===== src/verilog/tpg_cfg.svh =====
// Constants of the twelve-bit pulse generator: offsets, fields, resets and timing.
// Function
// Each generator has a 12-bit up-counter.
// Count clock is 2, 4, 16 or 256 instruction cycles.
// Period and high width stored independently.
// Usable periods span 2 to 4095 count clocks.
// Output high from restart until high-width match.
// Then low until cycle match, counter restarts.
// High width not below cycle keeps output high.
// Zero high width gives steady low output.
// Period equals cycle value times count clock.
// High time equals high width times count clock.
// Clearing output enable resets the counter.
// Duty equals high width over cycle value.
// Two independent generators, each with own pin.
// Control and first reload hold clock, width.
// Second and third reload hold enable, cycle.
// Width low six in control, upper in reload.
// Enable starts output and counting; clear stops.
// Counting starts from zero with output high.
// Software programs values before setting enable.
`ifndef TPG_CFG_SVH
`define TPG_CFG_SVH

// ----------------------------------------------------------------------------
// Register indexes; the byte address is four times the index.
// ----------------------------------------------------------------------------
`define TPG_IDX_B_CONTROL 8'h38
`define TPG_IDX_B_ENABLE_CYCLE_LOW 8'h39
`define TPG_IDX_B_HIGH_WIDTH_UPPER 8'h3a
`define TPG_IDX_B_CYCLE_UPPER 8'h3b
`define TPG_IDX_A_CONTROL 8'h4c
`define TPG_IDX_A_ENABLE_CYCLE_LOW 8'h4d
`define TPG_IDX_A_HIGH_WIDTH_UPPER 8'h4e
`define TPG_IDX_A_CYCLE_UPPER 8'h4f
`define TPG_IDX_A_COUNT_LOW 8'h50
`define TPG_IDX_A_COUNT_UPPER 8'h51
`define TPG_IDX_B_COUNT_LOW 8'h52
`define TPG_IDX_B_COUNT_UPPER 8'h53

// ----------------------------------------------------------------------------
// Field positions.
// ----------------------------------------------------------------------------
`define TPG_CLK_SEL_MSB 7
`define TPG_CLK_SEL_LSB 6
`define TPG_FIELD_MSB 5
`define TPG_ENABLE_BIT 7
`define TPG_COUNT_FLAG_BIT 7

// ----------------------------------------------------------------------------
// Reset values.
// ----------------------------------------------------------------------------
`define TPG_RST_CONTROL 8'h00
`define TPG_RST_FIELD6 6'h00
`define TPG_RST_ENABLE 1'b0

// ----------------------------------------------------------------------------
// Timing: count clock periods in instruction cycles.
// ----------------------------------------------------------------------------
`define TPG_INST_DIV_DEFAULT 4
`define TPG_PRESCALE_W 8
`define TPG_MASK_2 8'h01
`define TPG_MASK_4 8'h03
`define TPG_MASK_16 8'h0f
`define TPG_MASK_256 8'hff

`endif


===== src/verilog/tpg_pkg.sv =====
// Types shared by the twelve-bit pulse generator modules.
`default_nettype none

package tpg_pkg;
   typedef logic [11:0] tpg_count_t;
   typedef logic [7:0] tpg_byte_t;
   typedef enum logic [1:0] {
      TPG_CLK_2,
      TPG_CLK_4,
      TPG_CLK_16,
      TPG_CLK_256
   } tpg_clk_sel_e;
   typedef enum logic [2:0] {
      TPG_REG_CONTROL,
      TPG_REG_HIGH_UPPER,
      TPG_REG_ENABLE_CYCLE_LOW,
      TPG_REG_CYCLE_UPPER,
      TPG_REG_COUNT_LOW,
      TPG_REG_COUNT_UPPER,
      TPG_REG_NONE
   } tpg_reg_kind_e;
endpackage

`default_nettype wire


===== src/verilog/tpg_gen_if.sv =====
// Connection between the register file and one generator core.
`default_nettype none

interface tpg_gen_if;
   import tpg_pkg::*;
   logic enable;
   logic tick;
   tpg_count_t high_width;
   tpg_count_t cycle;
   tpg_count_t count;
   logic pulse;
   modport ctl (output enable, output tick, output high_width, output cycle,
                input count, input pulse);
   modport gen (input enable, input tick, input high_width, input cycle,
                output count, output pulse);
endinterface

`default_nettype wire


===== src/verilog/tpg_gen.sv =====
// One pulse generator core: counter, comparators and output flop.
`default_nettype none

module tpg_gen (
   // Clock and reset.
   input wire logic clk_i,
   input wire logic nrst_i,
   // Settings and results.
   tpg_gen_if.gen gif
);
   import tpg_pkg::*;

   tpg_count_t count_ff;
   tpg_count_t nxt_count;
   logic pulse_ff;
   logic nxt_pulse;

   function automatic logic level_at(input tpg_count_t cnt, input tpg_count_t hw,
                                     input tpg_count_t cyc);
      if (hw == 12'h000) begin
         level_at = 1'b0;
      end else if (hw >= cyc) begin
         level_at = 1'b1;
      end else begin
         level_at = (cnt < hw);
      end
   endfunction

   always_comb begin
      nxt_count = count_ff;
      if (!gif.enable) begin
         nxt_count = 12'h000;
      end else if (gif.tick) begin
         if (count_ff == gif.cycle - 12'h001) begin
            nxt_count = 12'h000;
         end else begin
            nxt_count = count_ff + 12'h001;
         end
      end
   end

   always_comb begin
      nxt_pulse = gif.enable && level_at(nxt_count, gif.high_width, gif.cycle);
   end

   always_ff @(posedge clk_i or negedge nrst_i) begin
      if (!nrst_i) begin
         count_ff <= 12'h000;
      end else begin
         count_ff <= nxt_count;
      end
   end

   always_ff @(posedge clk_i or negedge nrst_i) begin
      if (!nrst_i) begin
         pulse_ff <= 1'b0;
      end else begin
         pulse_ff <= nxt_pulse;
      end
   end

   assign gif.count = count_ff;
   assign gif.pulse = pulse_ff;
endmodule

`default_nettype wire


===== src/verilog/tpg_top.sv =====
// Two-channel twelve-bit pulse generator with a classic Wishbone register slave.
`include "tpg_cfg.svh"
`default_nettype none

module tpg_top #(
   parameter int INST_DIV = `TPG_INST_DIV_DEFAULT,
   parameter int NUM_GEN = 2
) (
   // Clock and reset.
   input wire logic clk_i,
   input wire logic nrst_i,
   // Wishbone slave.
   input wire logic wb_cyc_i,
   input wire logic wb_stb_i,
   input wire logic wb_we_i,
   input wire logic [9:0] wb_adr_i,
   input wire logic [3:0] wb_sel_i,
   input wire logic [31:0] wb_dat_i,
   output logic [31:0] wb_dat_o,
   output logic wb_ack_o,
   // Pulse pins.
   output logic pulse_out_a_o,
   output logic pulse_out_b_o,
   output logic pulse_en_a_o,
   output logic pulse_en_b_o
);
   import tpg_pkg::*;

   // -------------------------------------------------------------------------
   // Instruction cycle and count clock prescaler.
   // -------------------------------------------------------------------------
   localparam int INST_W = (INST_DIV > 1) ? $clog2(INST_DIV) : 1;
   localparam logic [INST_W-1:0] INST_LAST = INST_W'(INST_DIV - 1);

   logic [INST_W-1:0] inst_cnt_ff;
   logic inst_tick;
   logic [`TPG_PRESCALE_W-1:0] pre_cnt_ff;

   assign inst_tick = (inst_cnt_ff == INST_LAST);

   always_ff @(posedge clk_i or negedge nrst_i) begin
      if (!nrst_i) begin
         inst_cnt_ff <= '0;
      end else if (inst_tick) begin
         inst_cnt_ff <= '0;
      end else begin
         inst_cnt_ff <= inst_cnt_ff + INST_W'(1);
      end
   end

   // The prescaler runs free, so a start is not aligned with the count clock.
   always_ff @(posedge clk_i or negedge nrst_i) begin
      if (!nrst_i) begin
         pre_cnt_ff <= '0;
      end else if (inst_tick) begin
         pre_cnt_ff <= pre_cnt_ff + `TPG_PRESCALE_W'(1);
      end
   end

   // Returns the prescaler bits that must all be one for a count clock edge.
   function automatic logic [`TPG_PRESCALE_W-1:0] sel_mask(input tpg_clk_sel_e sel);
      logic [`TPG_PRESCALE_W-1:0] m;
      m = `TPG_MASK_2;
      unique case (sel)
         TPG_CLK_2: m = `TPG_MASK_2;
         TPG_CLK_4: m = `TPG_MASK_4;
         TPG_CLK_16: m = `TPG_MASK_16;
         TPG_CLK_256: m = `TPG_MASK_256;
      endcase
      return m;
   endfunction

   // -------------------------------------------------------------------------
   // Address decode.
   // -------------------------------------------------------------------------
   logic [7:0] reg_idx;
   logic word_ok;

   assign reg_idx = wb_adr_i[9:2];
   assign word_ok = (wb_adr_i[1:0] == 2'b00);

   // Maps a register index to the generator it belongs to.
   function automatic logic idx_gen(input logic [7:0] idx);
      unique case (idx)
         `TPG_IDX_B_CONTROL, `TPG_IDX_B_ENABLE_CYCLE_LOW,
         `TPG_IDX_B_HIGH_WIDTH_UPPER, `TPG_IDX_B_CYCLE_UPPER,
         `TPG_IDX_B_COUNT_LOW, `TPG_IDX_B_COUNT_UPPER: idx_gen = 1'b1;
         default: idx_gen = 1'b0;
      endcase
   endfunction

   // Maps a register index to the kind of register it selects.
   function automatic tpg_reg_kind_e idx_kind(input logic [7:0] idx);
      unique case (idx)
         `TPG_IDX_A_CONTROL, `TPG_IDX_B_CONTROL: idx_kind = TPG_REG_CONTROL;
         `TPG_IDX_A_HIGH_WIDTH_UPPER, `TPG_IDX_B_HIGH_WIDTH_UPPER: begin
            idx_kind = TPG_REG_HIGH_UPPER;
         end
         `TPG_IDX_A_ENABLE_CYCLE_LOW, `TPG_IDX_B_ENABLE_CYCLE_LOW: begin
            idx_kind = TPG_REG_ENABLE_CYCLE_LOW;
         end
         `TPG_IDX_A_CYCLE_UPPER, `TPG_IDX_B_CYCLE_UPPER: idx_kind = TPG_REG_CYCLE_UPPER;
         `TPG_IDX_A_COUNT_LOW, `TPG_IDX_B_COUNT_LOW: idx_kind = TPG_REG_COUNT_LOW;
         `TPG_IDX_A_COUNT_UPPER, `TPG_IDX_B_COUNT_UPPER: idx_kind = TPG_REG_COUNT_UPPER;
         default: idx_kind = TPG_REG_NONE;
      endcase
   endfunction

   // -------------------------------------------------------------------------
   // Bus handshake.
   // -------------------------------------------------------------------------
   logic req;
   logic ack_ff;
   logic wr_go;
   logic acc_gen;
   tpg_reg_kind_e acc_kind;

   assign req = wb_cyc_i && wb_stb_i;
   assign acc_gen = idx_gen(reg_idx);
   assign acc_kind = word_ok ? idx_kind(reg_idx) : TPG_REG_NONE;
   // Writes take effect at the edge that raises ack, once per request.
   assign wr_go = req && wb_we_i && !ack_ff && wb_sel_i[0];

   always_ff @(posedge clk_i or negedge nrst_i) begin
      if (!nrst_i) begin
         ack_ff <= 1'b0;
      end else begin
         ack_ff <= req && !ack_ff;
      end
   end

   assign wb_ack_o = ack_ff;

   // -------------------------------------------------------------------------
   // Generators and their registers.
   // -------------------------------------------------------------------------
   logic [7:0] control_ff [NUM_GEN];
   logic [5:0] high_upper_ff [NUM_GEN];
   logic enable_ff [NUM_GEN];
   logic [5:0] cycle_low_ff [NUM_GEN];
   logic [5:0] cycle_upper_ff [NUM_GEN];
   tpg_count_t gen_count [NUM_GEN];
   logic gen_pulse [NUM_GEN];
   logic [7:0] rd_byte [NUM_GEN];

   genvar g;
   generate
      for (g = 0; g < NUM_GEN; g++) begin : gen_ch
         tpg_gen_if gif ();
         logic hit;
         tpg_clk_sel_e sel;

         assign hit = wr_go && (int'(acc_gen) == g);
         assign sel = tpg_clk_sel_e'(control_ff[g][`TPG_CLK_SEL_MSB:`TPG_CLK_SEL_LSB]);

         always_ff @(posedge clk_i or negedge nrst_i) begin
            if (!nrst_i) begin
               control_ff[g] <= `TPG_RST_CONTROL;
            end else if (hit && acc_kind == TPG_REG_CONTROL) begin
               control_ff[g] <= wb_dat_i[7:0];
            end
         end

         always_ff @(posedge clk_i or negedge nrst_i) begin
            if (!nrst_i) begin
               high_upper_ff[g] <= `TPG_RST_FIELD6;
            end else if (hit && acc_kind == TPG_REG_HIGH_UPPER) begin
               high_upper_ff[g] <= wb_dat_i[`TPG_FIELD_MSB:0];
            end
         end

         always_ff @(posedge clk_i or negedge nrst_i) begin
            if (!nrst_i) begin
               enable_ff[g] <= `TPG_RST_ENABLE;
               cycle_low_ff[g] <= `TPG_RST_FIELD6;
            end else if (hit && acc_kind == TPG_REG_ENABLE_CYCLE_LOW) begin
               enable_ff[g] <= wb_dat_i[`TPG_ENABLE_BIT];
               cycle_low_ff[g] <= wb_dat_i[`TPG_FIELD_MSB:0];
            end
         end

         always_ff @(posedge clk_i or negedge nrst_i) begin
            if (!nrst_i) begin
               cycle_upper_ff[g] <= `TPG_RST_FIELD6;
            end else if (hit && acc_kind == TPG_REG_CYCLE_UPPER) begin
               cycle_upper_ff[g] <= wb_dat_i[`TPG_FIELD_MSB:0];
            end
         end

         assign gif.enable = enable_ff[g];
         assign gif.tick = inst_tick && ((pre_cnt_ff & sel_mask(sel)) == sel_mask(sel));
         assign gif.high_width = {high_upper_ff[g], control_ff[g][`TPG_FIELD_MSB:0]};
         assign gif.cycle = {cycle_upper_ff[g], cycle_low_ff[g]};
         assign gen_count[g] = gif.count;
         assign gen_pulse[g] = gif.pulse;

         tpg_gen u_gen (
            .clk_i(clk_i),
            .nrst_i(nrst_i),
            .gif(gif.gen)
         );

         // Read view of this generator; the unused enable-register bit reads zero.
         always_comb begin
            rd_byte[g] = 8'h00;
            unique case (acc_kind)
               TPG_REG_CONTROL: rd_byte[g] = control_ff[g];
               TPG_REG_HIGH_UPPER: rd_byte[g] = {2'b00, high_upper_ff[g]};
               TPG_REG_ENABLE_CYCLE_LOW: rd_byte[g] = {enable_ff[g], 1'b0, cycle_low_ff[g]};
               TPG_REG_CYCLE_UPPER: rd_byte[g] = {2'b00, cycle_upper_ff[g]};
               TPG_REG_COUNT_LOW: rd_byte[g] = {2'b00, gen_count[g][5:0]};
               TPG_REG_COUNT_UPPER: rd_byte[g] = {gen_pulse[g], 1'b0, gen_count[g][11:6]};
               TPG_REG_NONE: rd_byte[g] = 8'h00;
            endcase
         end
      end
   endgenerate

   // -------------------------------------------------------------------------
   // Read data.
   // -------------------------------------------------------------------------
   logic [31:0] rd_data_ff;

   always_ff @(posedge clk_i or negedge nrst_i) begin
      if (!nrst_i) begin
         rd_data_ff <= 32'h0000_0000;
      end else if (req && !ack_ff) begin
         rd_data_ff <= {24'h00_0000, rd_byte[acc_gen]};
      end
   end

   assign wb_dat_o = rd_data_ff;

   // -------------------------------------------------------------------------
   // Pins: generator A is index 0, generator B index 1.
   // -------------------------------------------------------------------------
   assign pulse_out_a_o = gen_pulse[0];
   assign pulse_out_b_o = gen_pulse[1];
   assign pulse_en_a_o = enable_ff[0];
   assign pulse_en_b_o = enable_ff[1];
endmodule

`default_nettype wire


===== config.mk =====
export PLATFORM = sky130hd
export DESIGN_NAME = tpg_top
export DESIGN_NICKNAME = d
export VERILOG_FILES = /design/src/verilog/tpg_pkg.sv /design/src/verilog/tpg_gen_if.sv /design/src/verilog/tpg_gen.sv /design/src/verilog/tpg_top.sv
export VERILOG_INCLUDE_DIRS = /design/src /design/src/verilog
export SDC_FILE = /design/constraint.sdc
export NUM_CORES = 1
export LEC_CHECK = 0
export BUFFER_PORTS_ARGS = -buffer_cell sky130_fd_sc_hd__buf_2
export CAP_MARGIN = 20
export CORE_MARGIN = 2
export CORE_UTILIZATION = 35
export CTS_BUF_LIST = sky130_fd_sc_hd__clkbuf_4 sky130_fd_sc_hd__clkbuf_8
export CTS_CLUSTER_DIAMETER = 50
export DETAILED_ROUTE_END_ITERATION = 7
export PLACE_DENSITY_LB_ADDON = 0.2
export SYNTH_ARGS = -nofsm -noshare
export SYNTH_HDL_FRONTEND = slang
export SYNTH_SLANG_ARGS = --single-unit

===== constraint.sdc =====
create_clock -name clk_i -period 10.03 [get_ports clk_i]
set_input_delay 0.5015 -clock clk_i [delete_from_list [all_inputs] [get_ports clk_i]]
set_output_delay 0.5015 -clock clk_i [all_outputs]
set_load 0.05 [all_outputs]

==> metrics, run 1 <==
Critical Path Sink=gen_ch[1].u_gen.gif.pulse; Root Buffer=clkbuf_8; io pins=88; pin count of the biggest net entering global routing=around 80; synth warn=0; Buffers on Ports=36; Mapped Avg Cell Area=approximately 9.6 µm²; hold depth=2; Antenna Cells=0; Starting Density=around 36%; # Post-CTS Setup Buffers=0; WS Path Type=reg2reg; Sink Count=99; library cells used by synthesis=68; CP Data Required Time=slightly above 10 ns; first-pass iteration count of the detailed router=5; GPL Wtd Cong=slightly above 0.9; nets=846; Post-synth ARST share=between 90% and 100%; LEAKAGE=about 3.4 nW; Worst setup EP type=flip-flop; Slew @ Worst Pin=approximately 0.79 ns; final hold vios=0; Fillers=between 1.5k and 2k; via count=around 5.4k; post-synthesis xor/xnor area fraction=under 10%; DR vias/cell=approximately 5.4; Clock Skew=around 0.014 ns; Power Total=0.754 mW; clock share of power=between 30% and 40%; TritonCTS Buffers=9; largest cells by area after synthesis=dfrtp_1 (36%), ha_1 (9.4%), mux2_2 (9.0%); final worst setup slack=~5.7 ns; Layout area overhead=8.48%; Seq/Total Area, Yosys=between 30 and 40%; final worst-path cycle share=a little over two fifths; Core Footprint=roughly 19000 µm²; reg2reg start=cycle_low_ff[0]; dpl hpwl=14500 µm; DP Worst Slack=5.75 ns; FF+latch count, synth=between 90 and 100; crit path launch=cycle_low_ff[0]; detailed router's first-iteration violation count=between 200 and 300; setup TNS=0 ns; post-synthesis cell count=716; worst r2r dst=gen_ch[1].u_gen.gif.pulse; Clock Latency Late Sink=between 0.3 and 0.4 ns; total track usage=between 10% and 20%; Longest Clk Path Bufs=2; global-route wire length before repair=~31000 µm; hold bufs inserted after CTS=1; gr ovfl total=0; die area=between 20000 and 25000 µm²; RSZ-0062 raised after global routing=false; post-synthesis simple-gate area fraction=between 10 and 15%; Slew headroom=a little under half; reg2reg path depth=16; Critical Path AT=4.59 ns; Post-CTS Resized=0; EDFF count, synth=0; post-layout minimum cycle time=between 4 and 5 ns; Post-Synth Adder-Cell Area=under 10%; area fraction in compound gates after synthesis=around 12%; DR WL/cell=19.0 µm; Die Wd=between 100 and 150 µm; Synth area leader=dfrtp_1; vias in the first global route=roughly 5.3k; Int Pwr=0.535 mW; PD cells=between 100 and 150 nW/µm²; R2R Setup Slk=~5.7 ns; NetSw=between 0.2 and 0.25 mW; row count=between 50 and 60; sequential power share=around 53%; Post-Syn Area=a little under 7000 µm²; max-slew violation count=0; initial antenna violation count=0; combinational power share=8.0%; CP Max Fanout=11; main combinational cell family by area after synthesis=simple AND/OR/NAND/NOR gates; CTS tree=done; share of post-route cells with drive strength above 1=between 10% and 20%; hold crit path type=in2reg; f_max=0.231 GHz; Worst Setup Start Kind=flip-flop; antenna-violating nets left=0; DRC Markers=0; Post-synth top flop=dfrtp_1; H-tree depth=3; Routed WL=just under 20000 µm; top-area cell type share of the netlist area=35.9%; Net Sw Frac=just under 30%; Peak VDD IR=0.0552 mV; utilization after layout=38.6%; status=complete, no violations; Worst-path clk slew=approximately 0.12 ns; post-synthesis mux area share=12.7%; post-route cell area=around 7500 µm²; setup violators final=0; Placed Area=slightly above 7000 µm²; max-cap viol count=0; Die Span Y=~140 µm
## Yosys cell counts, drive strengths merged, types with 9 or more instances
master and n:
a211oi 9, o21ai 13, mux2i 26, nor2 56
a21o 14, xor2 23, nand2 48, o221ai 14
dfrtp 99, mux2 55, nor4 12, nor3 12
a21oi 28, nand3 21, buf 32, inv 57
nand4 13, clkbuf 16, xnor2 35, ha 52
## registers in the layout, indices dropped and copies added, names as in the netlist
| register | cells |
|---|---|
| gen_ch.u_gen.gif.count | 24 |
| cycle_low_ff | 12 |
| inst_cnt_ff | 2 |
| cycle_upper_ff | 12 |
| wb_ack_o | 1 |
| pre_cnt_ff | 8 |
| gen_ch.u_gen.gif.pulse | 2 |
| pulse_en_b_o | 1 |
| wb_dat_o | 8 |
| gen_ch.gif.high_width | 12 |
| pulse_en_a_o | 1 |
| control_ff | 16 |
## final cells by class
type	count	area, µm²	share of cell area, %
clock buffer	9	124	1.65
timing repair buffer	41	235	3.14
inverter	58	218	2.91
multi-input combinational	534	4010	53.5
clock inverter	7	93.8	1.25
tap	265	332	4.43
sequential	99	2480	33.1
## cell families (layout without fill, tap and decap cells)
logic type,Yosys count,in the layout
adders and majority gates,52,52
buffers and inverters,106,115
AOI/OAI and AO/OA,117,117
xor gates and xnor gates,58,58
DFF,99,99
and+or+nand+nor,202,202
other,1,24
muxes,81,81
## power by group through the flow
stage                     clock [mW]  sequential [mW]  combinational [mW]
final                          0.292            0.402              0.0601
after global routing           0.318            0.402              0.0655
after CTS                      0.300            0.402              0.0595
after detailed placement           0            0.409              0.0591
after global placement             0            0.409              0.0580
after floorplan                    0            0.412              0.0408
## routing by layer
layer	wire, µm	track usage (%)	vias up
li1	-	-	2563
met1	9680	29.7	2713
met2	8390	28.7	143
met3	896	2.48	16
met4	237	4.96	0
met5	0	0	-
## layout by cell type (no fill, tap or decap), types with 3 or more instances in the layout
cell and count:
nor2b_1 7, a2111oi_0 3, nor3_1 10, buf_4 3, a221oi_1 4, a211oi_1 9
dfrtp_1 99, and3_1 7, inv_1 56, or4_1 3, o21ai_0 12, mux2_2 55
buf_2 35, o211ai_1 6, a221oi_2 3, a31oi_1 4, nand3_1 21, o221ai_1 14
ha_1 52, conb_1 24, mux2i_1 26, a21oi_1 28, nor4_1 10, nand2_1 48
nor2_1 55, xor2_1 23, a21o_1 14, nand2b_1 6, xnor2_1 35, clkbuf_8 9
nand4_1 13
## per-stage QoR
step           std cells  hold slack [ns]
2_1_floorplan        739            0.206
3_3_place_gp         994            0.412
3_5_place_dp         994            0.421
4_1_cts             1011            0.334
5_1_grt             1013            0.339
6_report            1013            0.354
## critical path: stages (launching register included)
cell	delay, ns
dfrtp_1	0.57
inv_1	0.08
ha_1	0.30
nor2b_1	0.20
and3_1	0.21
xnor2_1	0.12
nor4_1	0.21
nand4_1	0.26
nand2_1	0.40
nor2_1	0.14
ha_1	0.32
a211oi_1	0.09
nand2_1	0.10
nor2_1	0.04
or4_1	0.51
a31o_2	0.23
o41a_1	0.41
## worst min-delay path by stage
stage | from | endpoint | slack [ns]
floorplan | nrst_i | control_ff[0] | 0.21
global placement | nrst_i | inst_cnt_ff[1] | 0.41
detailed placement | nrst_i | inst_cnt_ff[0] | 0.42
CTS | wb_dat_i[6] | control_ff[6] | 0.33
global route | wb_dat_i[6] | control_ff[14] | 0.34
finish | wb_dat_i[6] | control_ff[6] | 0.35
Power figures use the tool's default switching activity.
==> inputs of run 2 (changes only) <==
- ABC_AREA: unset -> 1
- clock period: 10.03 -> 3.7 ns (I/O delays scaled with it)
==> metrics, run 2 <==
status=complete, no violations; Synth top cells by count=nand2_1 (242), inv_1 (121), dfrtp_1 (99); global-route wire length before repair=33400 µm (+9.4%); Slew headroom=47.1% (-0.17 points); row count=52 (+2.0%); Starting Density=35.4% (-0.15 points); max-cap viol count=0 (unchanged); post-route cell area=7730 µm² (+3.2%); # Post-CTS Setup Buffers=0 (unchanged); initial antenna violation count=0 (unchanged); via count=6355 (+17%); max-slew violation count=0 (unchanged); Routed WL=20800 µm (+8.3%); Seq/Total Area, Yosys=34.8% (-1.1 points); dpl hpwl=16100 µm (+11%); io pins=88 (unchanged); Layout area overhead=8.51% (about the same); Root Buffer=clkbuf_8; final worst-path cycle share=89.2% (+46 points); pin count of the biggest net entering global routing=61 (-22%); Hold Slack=0.0531 ns (-0.301 ns); Peak VDD IR=0.188 mV (+240%); hold crit path type=in2reg; reg2reg path depth=19 (+3); GPL Wtd Cong=0.874 (-3.9%); first-pass iteration count of the detailed router=5 (unchanged); Core Footprint=20100 µm² (+3.6%); Placed Area=7510 µm² (+3.8%); DRT met1 WL=10400 µm (+7.2%); Final Non-Filler Cells=1281 (+26%); Worst setup EP type=flip-flop; Sink Count=99 (unchanged); Cells after DPL=1264 (+27%); detailed router's first-iteration violation count=559 (+100%); Slew @ Worst Pin=0.793 ns (+0.00683 ns); post-synthesis cell count=970 (+35%); TritonCTS Buffers=9 (unchanged); PD cells=270 nW/µm² (+170%); hold depth=3 (+1); Die Wd=147 µm (+1.5%); antenna-violating nets left=0 (unchanged); most frequent cells in the layout=nand2_1 (242), inv_1 (121), dfrtp_1 (99); Post-synth top flop=dfrtp_1; gr ovfl total=0 (unchanged); Worst-path clk slew=0.10 ns (-0.02 ns); EDFF count, synth=0 (unchanged); Top Metal Used=met4; synth warn=0 (unchanged); Clock Skew=0.0121 ns (-0.00218 ns); setup violators final=0 (unchanged); utilization after layout=38.5% (-0.15 points); CP Max Fanout=11 (unchanged); commonest non-fill, non-tap cell in the layout=nand2_1; nets=1109 (+31%); metal2 WL=8920 µm (+6.3%); FF+latch count, synth=99 (unchanged); CTS tree=done; count leader, synth=nand2_1; share of post-route cells with drive strength above 1=10.2% (-6.7 points); Die Span Y=147 µm (+1.5%); Post-Syn Area=7130 µm² (+3.2%); Critical Path AT=3.61 ns (-0.98 ns); Power Total=2.09 mW (+180%); max reg flops=24 (unchanged); Antenna Cells=0 (unchanged); DRC Markers=0 (unchanged); CP Data Required Time=4.01 ns (-6.29 ns); DP Worst Slack=0.432 ns (-5.32 ns); setup TNS=0 ns (unchanged); Post-synth ARST share=100% (unchanged); Clock Latency Late Sink=0.39 ns (about the same); Fillers=2147 (+11%); final worst setup slack=0.401 ns (-5.31 ns); Worst Setup Start Kind=flip-flop; post-layout minimum cycle time=3.30 ns (-1.02 ns); library cells used by synthesis=49 (-28%); final hold vios=0 (unchanged); Mapped Avg Cell Area=7.35 µm² (-24%); Buffers on Ports=36 (unchanged); DR vias/cell=4.96 (-7.5%); Synth area leader=dfrtp_1; DR WL/cell=16.2 µm (-14%); Longest Clk Path Bufs=2 (unchanged); WS Path Type=reg2reg; f_max=0.303 GHz (+31%); RSZ-0062 raised after global routing=false; LEAKAGE=3.81 nW (+12%); vias in the first global route=5862 (+9.7%); H-tree depth=3 (unchanged); top-area cell type share of the netlist area=34.8% (-1.1 points); die area=21500 µm² (+3.1%); largest cells by area after synthesis=dfrtp_1 (35%), nand2_1 (13%), ha_1 (9.1%); WL met3=1220 µm (+36%); total track usage=20.0% (+0.63 points)
-- run 2: cell types whose count changed after synthesis, moves of 14 or more --
cell / change
a21o_1: -14
mux2_2: -54
mux2i_1: -26
o21ai_0: +38
xnor2_1: -28
nand2_1: +194
nor2_1: +32
nand3_1: +26
o221ai_1: -14
a21oi_1: +31
o21ai_1: +23
inv_1: +65
-- run 2: layer usage --
metal | track usage [%] | up-vias
met2 | 29.6 | 208
met1 | 30.5 | 2917
met3 | 2.70 | 15
met4 | 5.49 | 0
li1 | - | 3215
met5 | 0 | -
-- run 2: worst paths after layout --
path                                 start                       endpoint  slack [ns]
setup / recovery           cycle_low_ff[0]      gen_ch[1].u_gen.gif.pulse        0.40
hold / removal                 wb_dat_i[6]                 control_ff[14]        0.05
setup reg to reg           cycle_low_ff[0]      gen_ch[1].u_gen.gif.pulse        0.40
hold reg to reg             inst_cnt_ff[0]                 inst_cnt_ff[0]        0.43
max in group asynchronous           nrst_i  gen_ch[1].u_gen.gif.count[10]        2.47
min in group asynchronous           nrst_i  gen_ch[0].u_gen.gif.count[11]        0.42
-- run 2: area by class of cell --
type,instances,area [µm²],share of cell area [%]
Multi-Input combinational cell,725,3990,51.6
Sequential cell,99,2480,32.0
Inverter,128,480,6.21
Tap cell,270,338,4.37
Timing Repair Buffer,43,238,3.07
Clock buffer,11,151,1.96
Clock inverter,5,60.1,0.777
-- run 2: logic make-up after synthesis --
logic type	after synthesis	synth area share [%]
other cells	1	0.0526
compound gates	180	14.4
buf+inv	169	10.6
flops	99	34.8
fa+ha+maj	52	9.13
xor+xnor	23	2.83
simple gates	445	28.1
mux	1	0.158
-- run 2: report_power, final --
part           internal, mW  leakage, nW  switching [mW]
Clock                 0.353        0.106           0.419
Combinational        0.0400         2.35           0.177
Sequential             1.09         1.35         0.00742
Total                  1.49         3.81           0.603
-- run 2: what timing repair did --
| action | in CTS | in global routing |
|---|---|---|
| hold buffers | 1 | 0 |
| endpoints found under the setup margin | 0 | 1 |
| hold endpoints to repair | 58 | 0 |
| gates resized for setup | 0 | 1 |
-- run 2: worst max-delay path, stage by stage, from the launching register on --
cell	delay, ns
dfrtp_1	0.46
inv_1	0.12
ha_1	0.26
nand2_1	0.13
nor2_1	0.18
nand3_1	0.09
nand2_1	0.10
nand2_1	0.05
nand2_1	0.06
nor2_1	0.04
nand4_1	0.08
nand2_1	0.27
nor3b_1	0.39
ha_1	0.29
nand2_1	0.07
nor2_1	0.05
a211oi_1	0.17
o221a_2	0.21
nand2_1	0.06
a21oi_1	0.13
==> inputs of run 3 (changes only) <==
- ABC_AREA: 1 -> unset
==> metrics, run 3 (synthesis results as in run 1) <==
status=complete, no violations; worst r2r dst=gen_ch[1].u_gen.gif.pulse; slowest CP cell=or4_1; hold crit path type=in2reg; reg2reg start=cycle_low_ff[3]; RSZ-0062 raised after global routing=true; Core Footprint=19400 µm² (-3.5%); share of post-route cells with drive strength above 1=30.1% (+20 points); pin count of the biggest net entering global routing=71 (+16%); gr ovfl total=0 (unchanged); via count=5773 (-9.2%); DRC Markers=0 (unchanged); commonest non-fill, non-tap cell in the layout=dfrtp_1; GPL Wtd Cong=0.927 (+6.1%); Final Non-Filler Cells=1089 (-15%); die area=20900 µm² (-3.0%); CP Max Fanout=8 (-3); initial antenna violation count=0 (unchanged); max-slew violation count=0 (unchanged); global-route wire length before repair=31900 µm (-4.7%); PD cells=243 nW/µm² (-9.9%); Root Buffer=clkbuf_8; Worst-path clk slew=0.10 ns (about the same); detailed router's first-iteration violation count=489 (-13%); total track usage=20.3% (+0.25 points); R2R Setup Slk=0.08 ns (-0.32 ns); max-cap viol count=0 (unchanged); CTS tree=done; Crit path top cell by count=nand4_1; final hold vios=0 (unchanged); Crit path largest cell delay=0.50 ns (+0.04 ns); post-route cell area=8360 µm² (+8.2%); vias in the first global route=5658 (-3.5%); Cells after DPL=1061 (-16%); final worst-path cycle share=97.9% (+8.8 points); Critical Path AT=3.90 ns (+0.29 ns); TritonCTS Buffers=9 (unchanged); Placed Area=7750 µm² (+3.2%); max reg flops=24 (unchanged); Antenna Cells=0 (unchanged); hold depth=2 (-1); Hold Slack=0.0529 ns (-0.000190 ns); Layout area overhead=21.1%; Routed WL=20300 µm (-2.2%); Worst setup EP type=flip-flop; H-tree depth=3 (unchanged); hold wc startpoint=wb_dat_i[6]; Slew @ Worst Pin=0.945 ns (+0.152 ns); Sink Count=99 (unchanged); most frequent cells in the layout=dfrtp_1 (97), buf_4 (77), mux2_2 (55); setup violators final=0 (unchanged); Buffers on Ports=36 (unchanged); Die Wd=144 µm (-1.5%); Worst Setup Start Kind=flip-flop; Starting Density=35.6% (+0.15 points); first-pass iteration count of the detailed router=5 (unchanged); nets=922 (-17%); Power Total=2.04 mW (-2.6%); CP cell instances=nor4_4, buf_4, nand4_1, xnor2_1, a21oi_1, nand4_1, nand2_2, buf_8, nor2_4, ha_4, nand4_1, or4_1, a31o_2, o41a_1; CP Data Required Time=3.97 ns (-0.04 ns); LEAKAGE=3.84 nW (+0.80%); DR vias/cell=5.30 (+6.9%); Die Span Y=144 µm (-1.5%); io pins=88 (unchanged); f_max=0.276 GHz (-9.0%); DR WL/cell=18.7 µm (+15%); reg2reg path depth=14 (-5); WS Path Type=reg2reg; Longest Clk Path Bufs=2 (unchanged); Clock Skew=0.0186 ns (+0.00649 ns); antenna-violating nets left=0 (unchanged); Clock Latency Late Sink=0.39 ns (about the same); row count=51 (-1.9%); setup TNS=0 ns (unchanged); dpl hpwl=15500 µm (-3.8%); post-layout minimum cycle time=3.62 ns (+0.325 ns); hold endpoint=control_ff[6]; Peak VDD IR=0.183 mV (-2.8%); Slew headroom=37.0% (-10 points)
==> run 3: timing repair <==
action | CTS | global route
setup endpoints to repair | 2 | 2
hold buffers | 1 | 0
pin swaps | 4 | 24
hold endpoints to repair | 69 | 0
buffers inserted | 4 | 7
resized for setup | 4 | 63
==> run 3: cell type report <==
class / instances / area (µm²)
multi-input combinational: 534 / 4300
inverter: 58 / 218
clock buffer: 11 / 151
clock inverter: 5 / 63.8
sequential: 99 / 2480
fill: 1934 / 11000
tap: 265 / 332
timing repair buffer: 117 / 821
==> run 3: report_power, final <==
group | leakage, nW | total [mW] | internal [mW] | switching (mW)
clock network | 0.107 | 0.783 | 0.358 | 0.425
registers | 1.36 | 1.09 | 1.08 | 0.00325
logic | 2.37 | 0.164 | 0.0330 | 0.131
==> run 3: worst max-delay path, delay by kind of cell (launching register included) <==
kind	cells	cell delay (ns)
flops	1	0.45
simple gates	7	1.60
xor+xnor	1	0.17
buf+inv	2	0.36
compound gates	3	0.66
fa+ha+maj	1	0.27
==> run 3: per-layer routing <==
layer  part of all wire [%]  track usage [%]
met5                      0                0
met4                    1.8             6.18
met3                    5.8             3.21
met2                     45             30.6
met1                     48             29.8
==> run 3: how the worst max path moves through the flow <==
| stage | start | end | slack (ns) |
|---|---|---|---|
| CTS | cycle_low_ff[7] | gen_ch[0].u_gen.gif.pulse | 0.005 |
| global route | cycle_low_ff[6] | gen_ch[0].u_gen.gif.pulse | -0.08 |
| finish | cycle_low_ff[3] | gen_ch[1].u_gen.gif.pulse | 0.08 |
| global placement | cycle_low_ff[6] | gen_ch[0].u_gen.gif.pulse | -0.03 |
| floorplan | cycle_low_ff[0] | gen_ch[1].u_gen.gif.pulse | 0.15 |
| detailed placement | cycle_low_ff[0] | gen_ch[1].u_gen.gif.pulse | -0.07 |
==> run 3: through the flow <==
stage | worst slack (ns) | util, %
finish | 0.0759 | 43.1
global route | -0.0830 | 43.1
CTS | 0.00490 | 41.4
detailed placement | -0.0679 | 40.0
global placement | -0.0252 | 40.0
floorplan | 0.150 | -
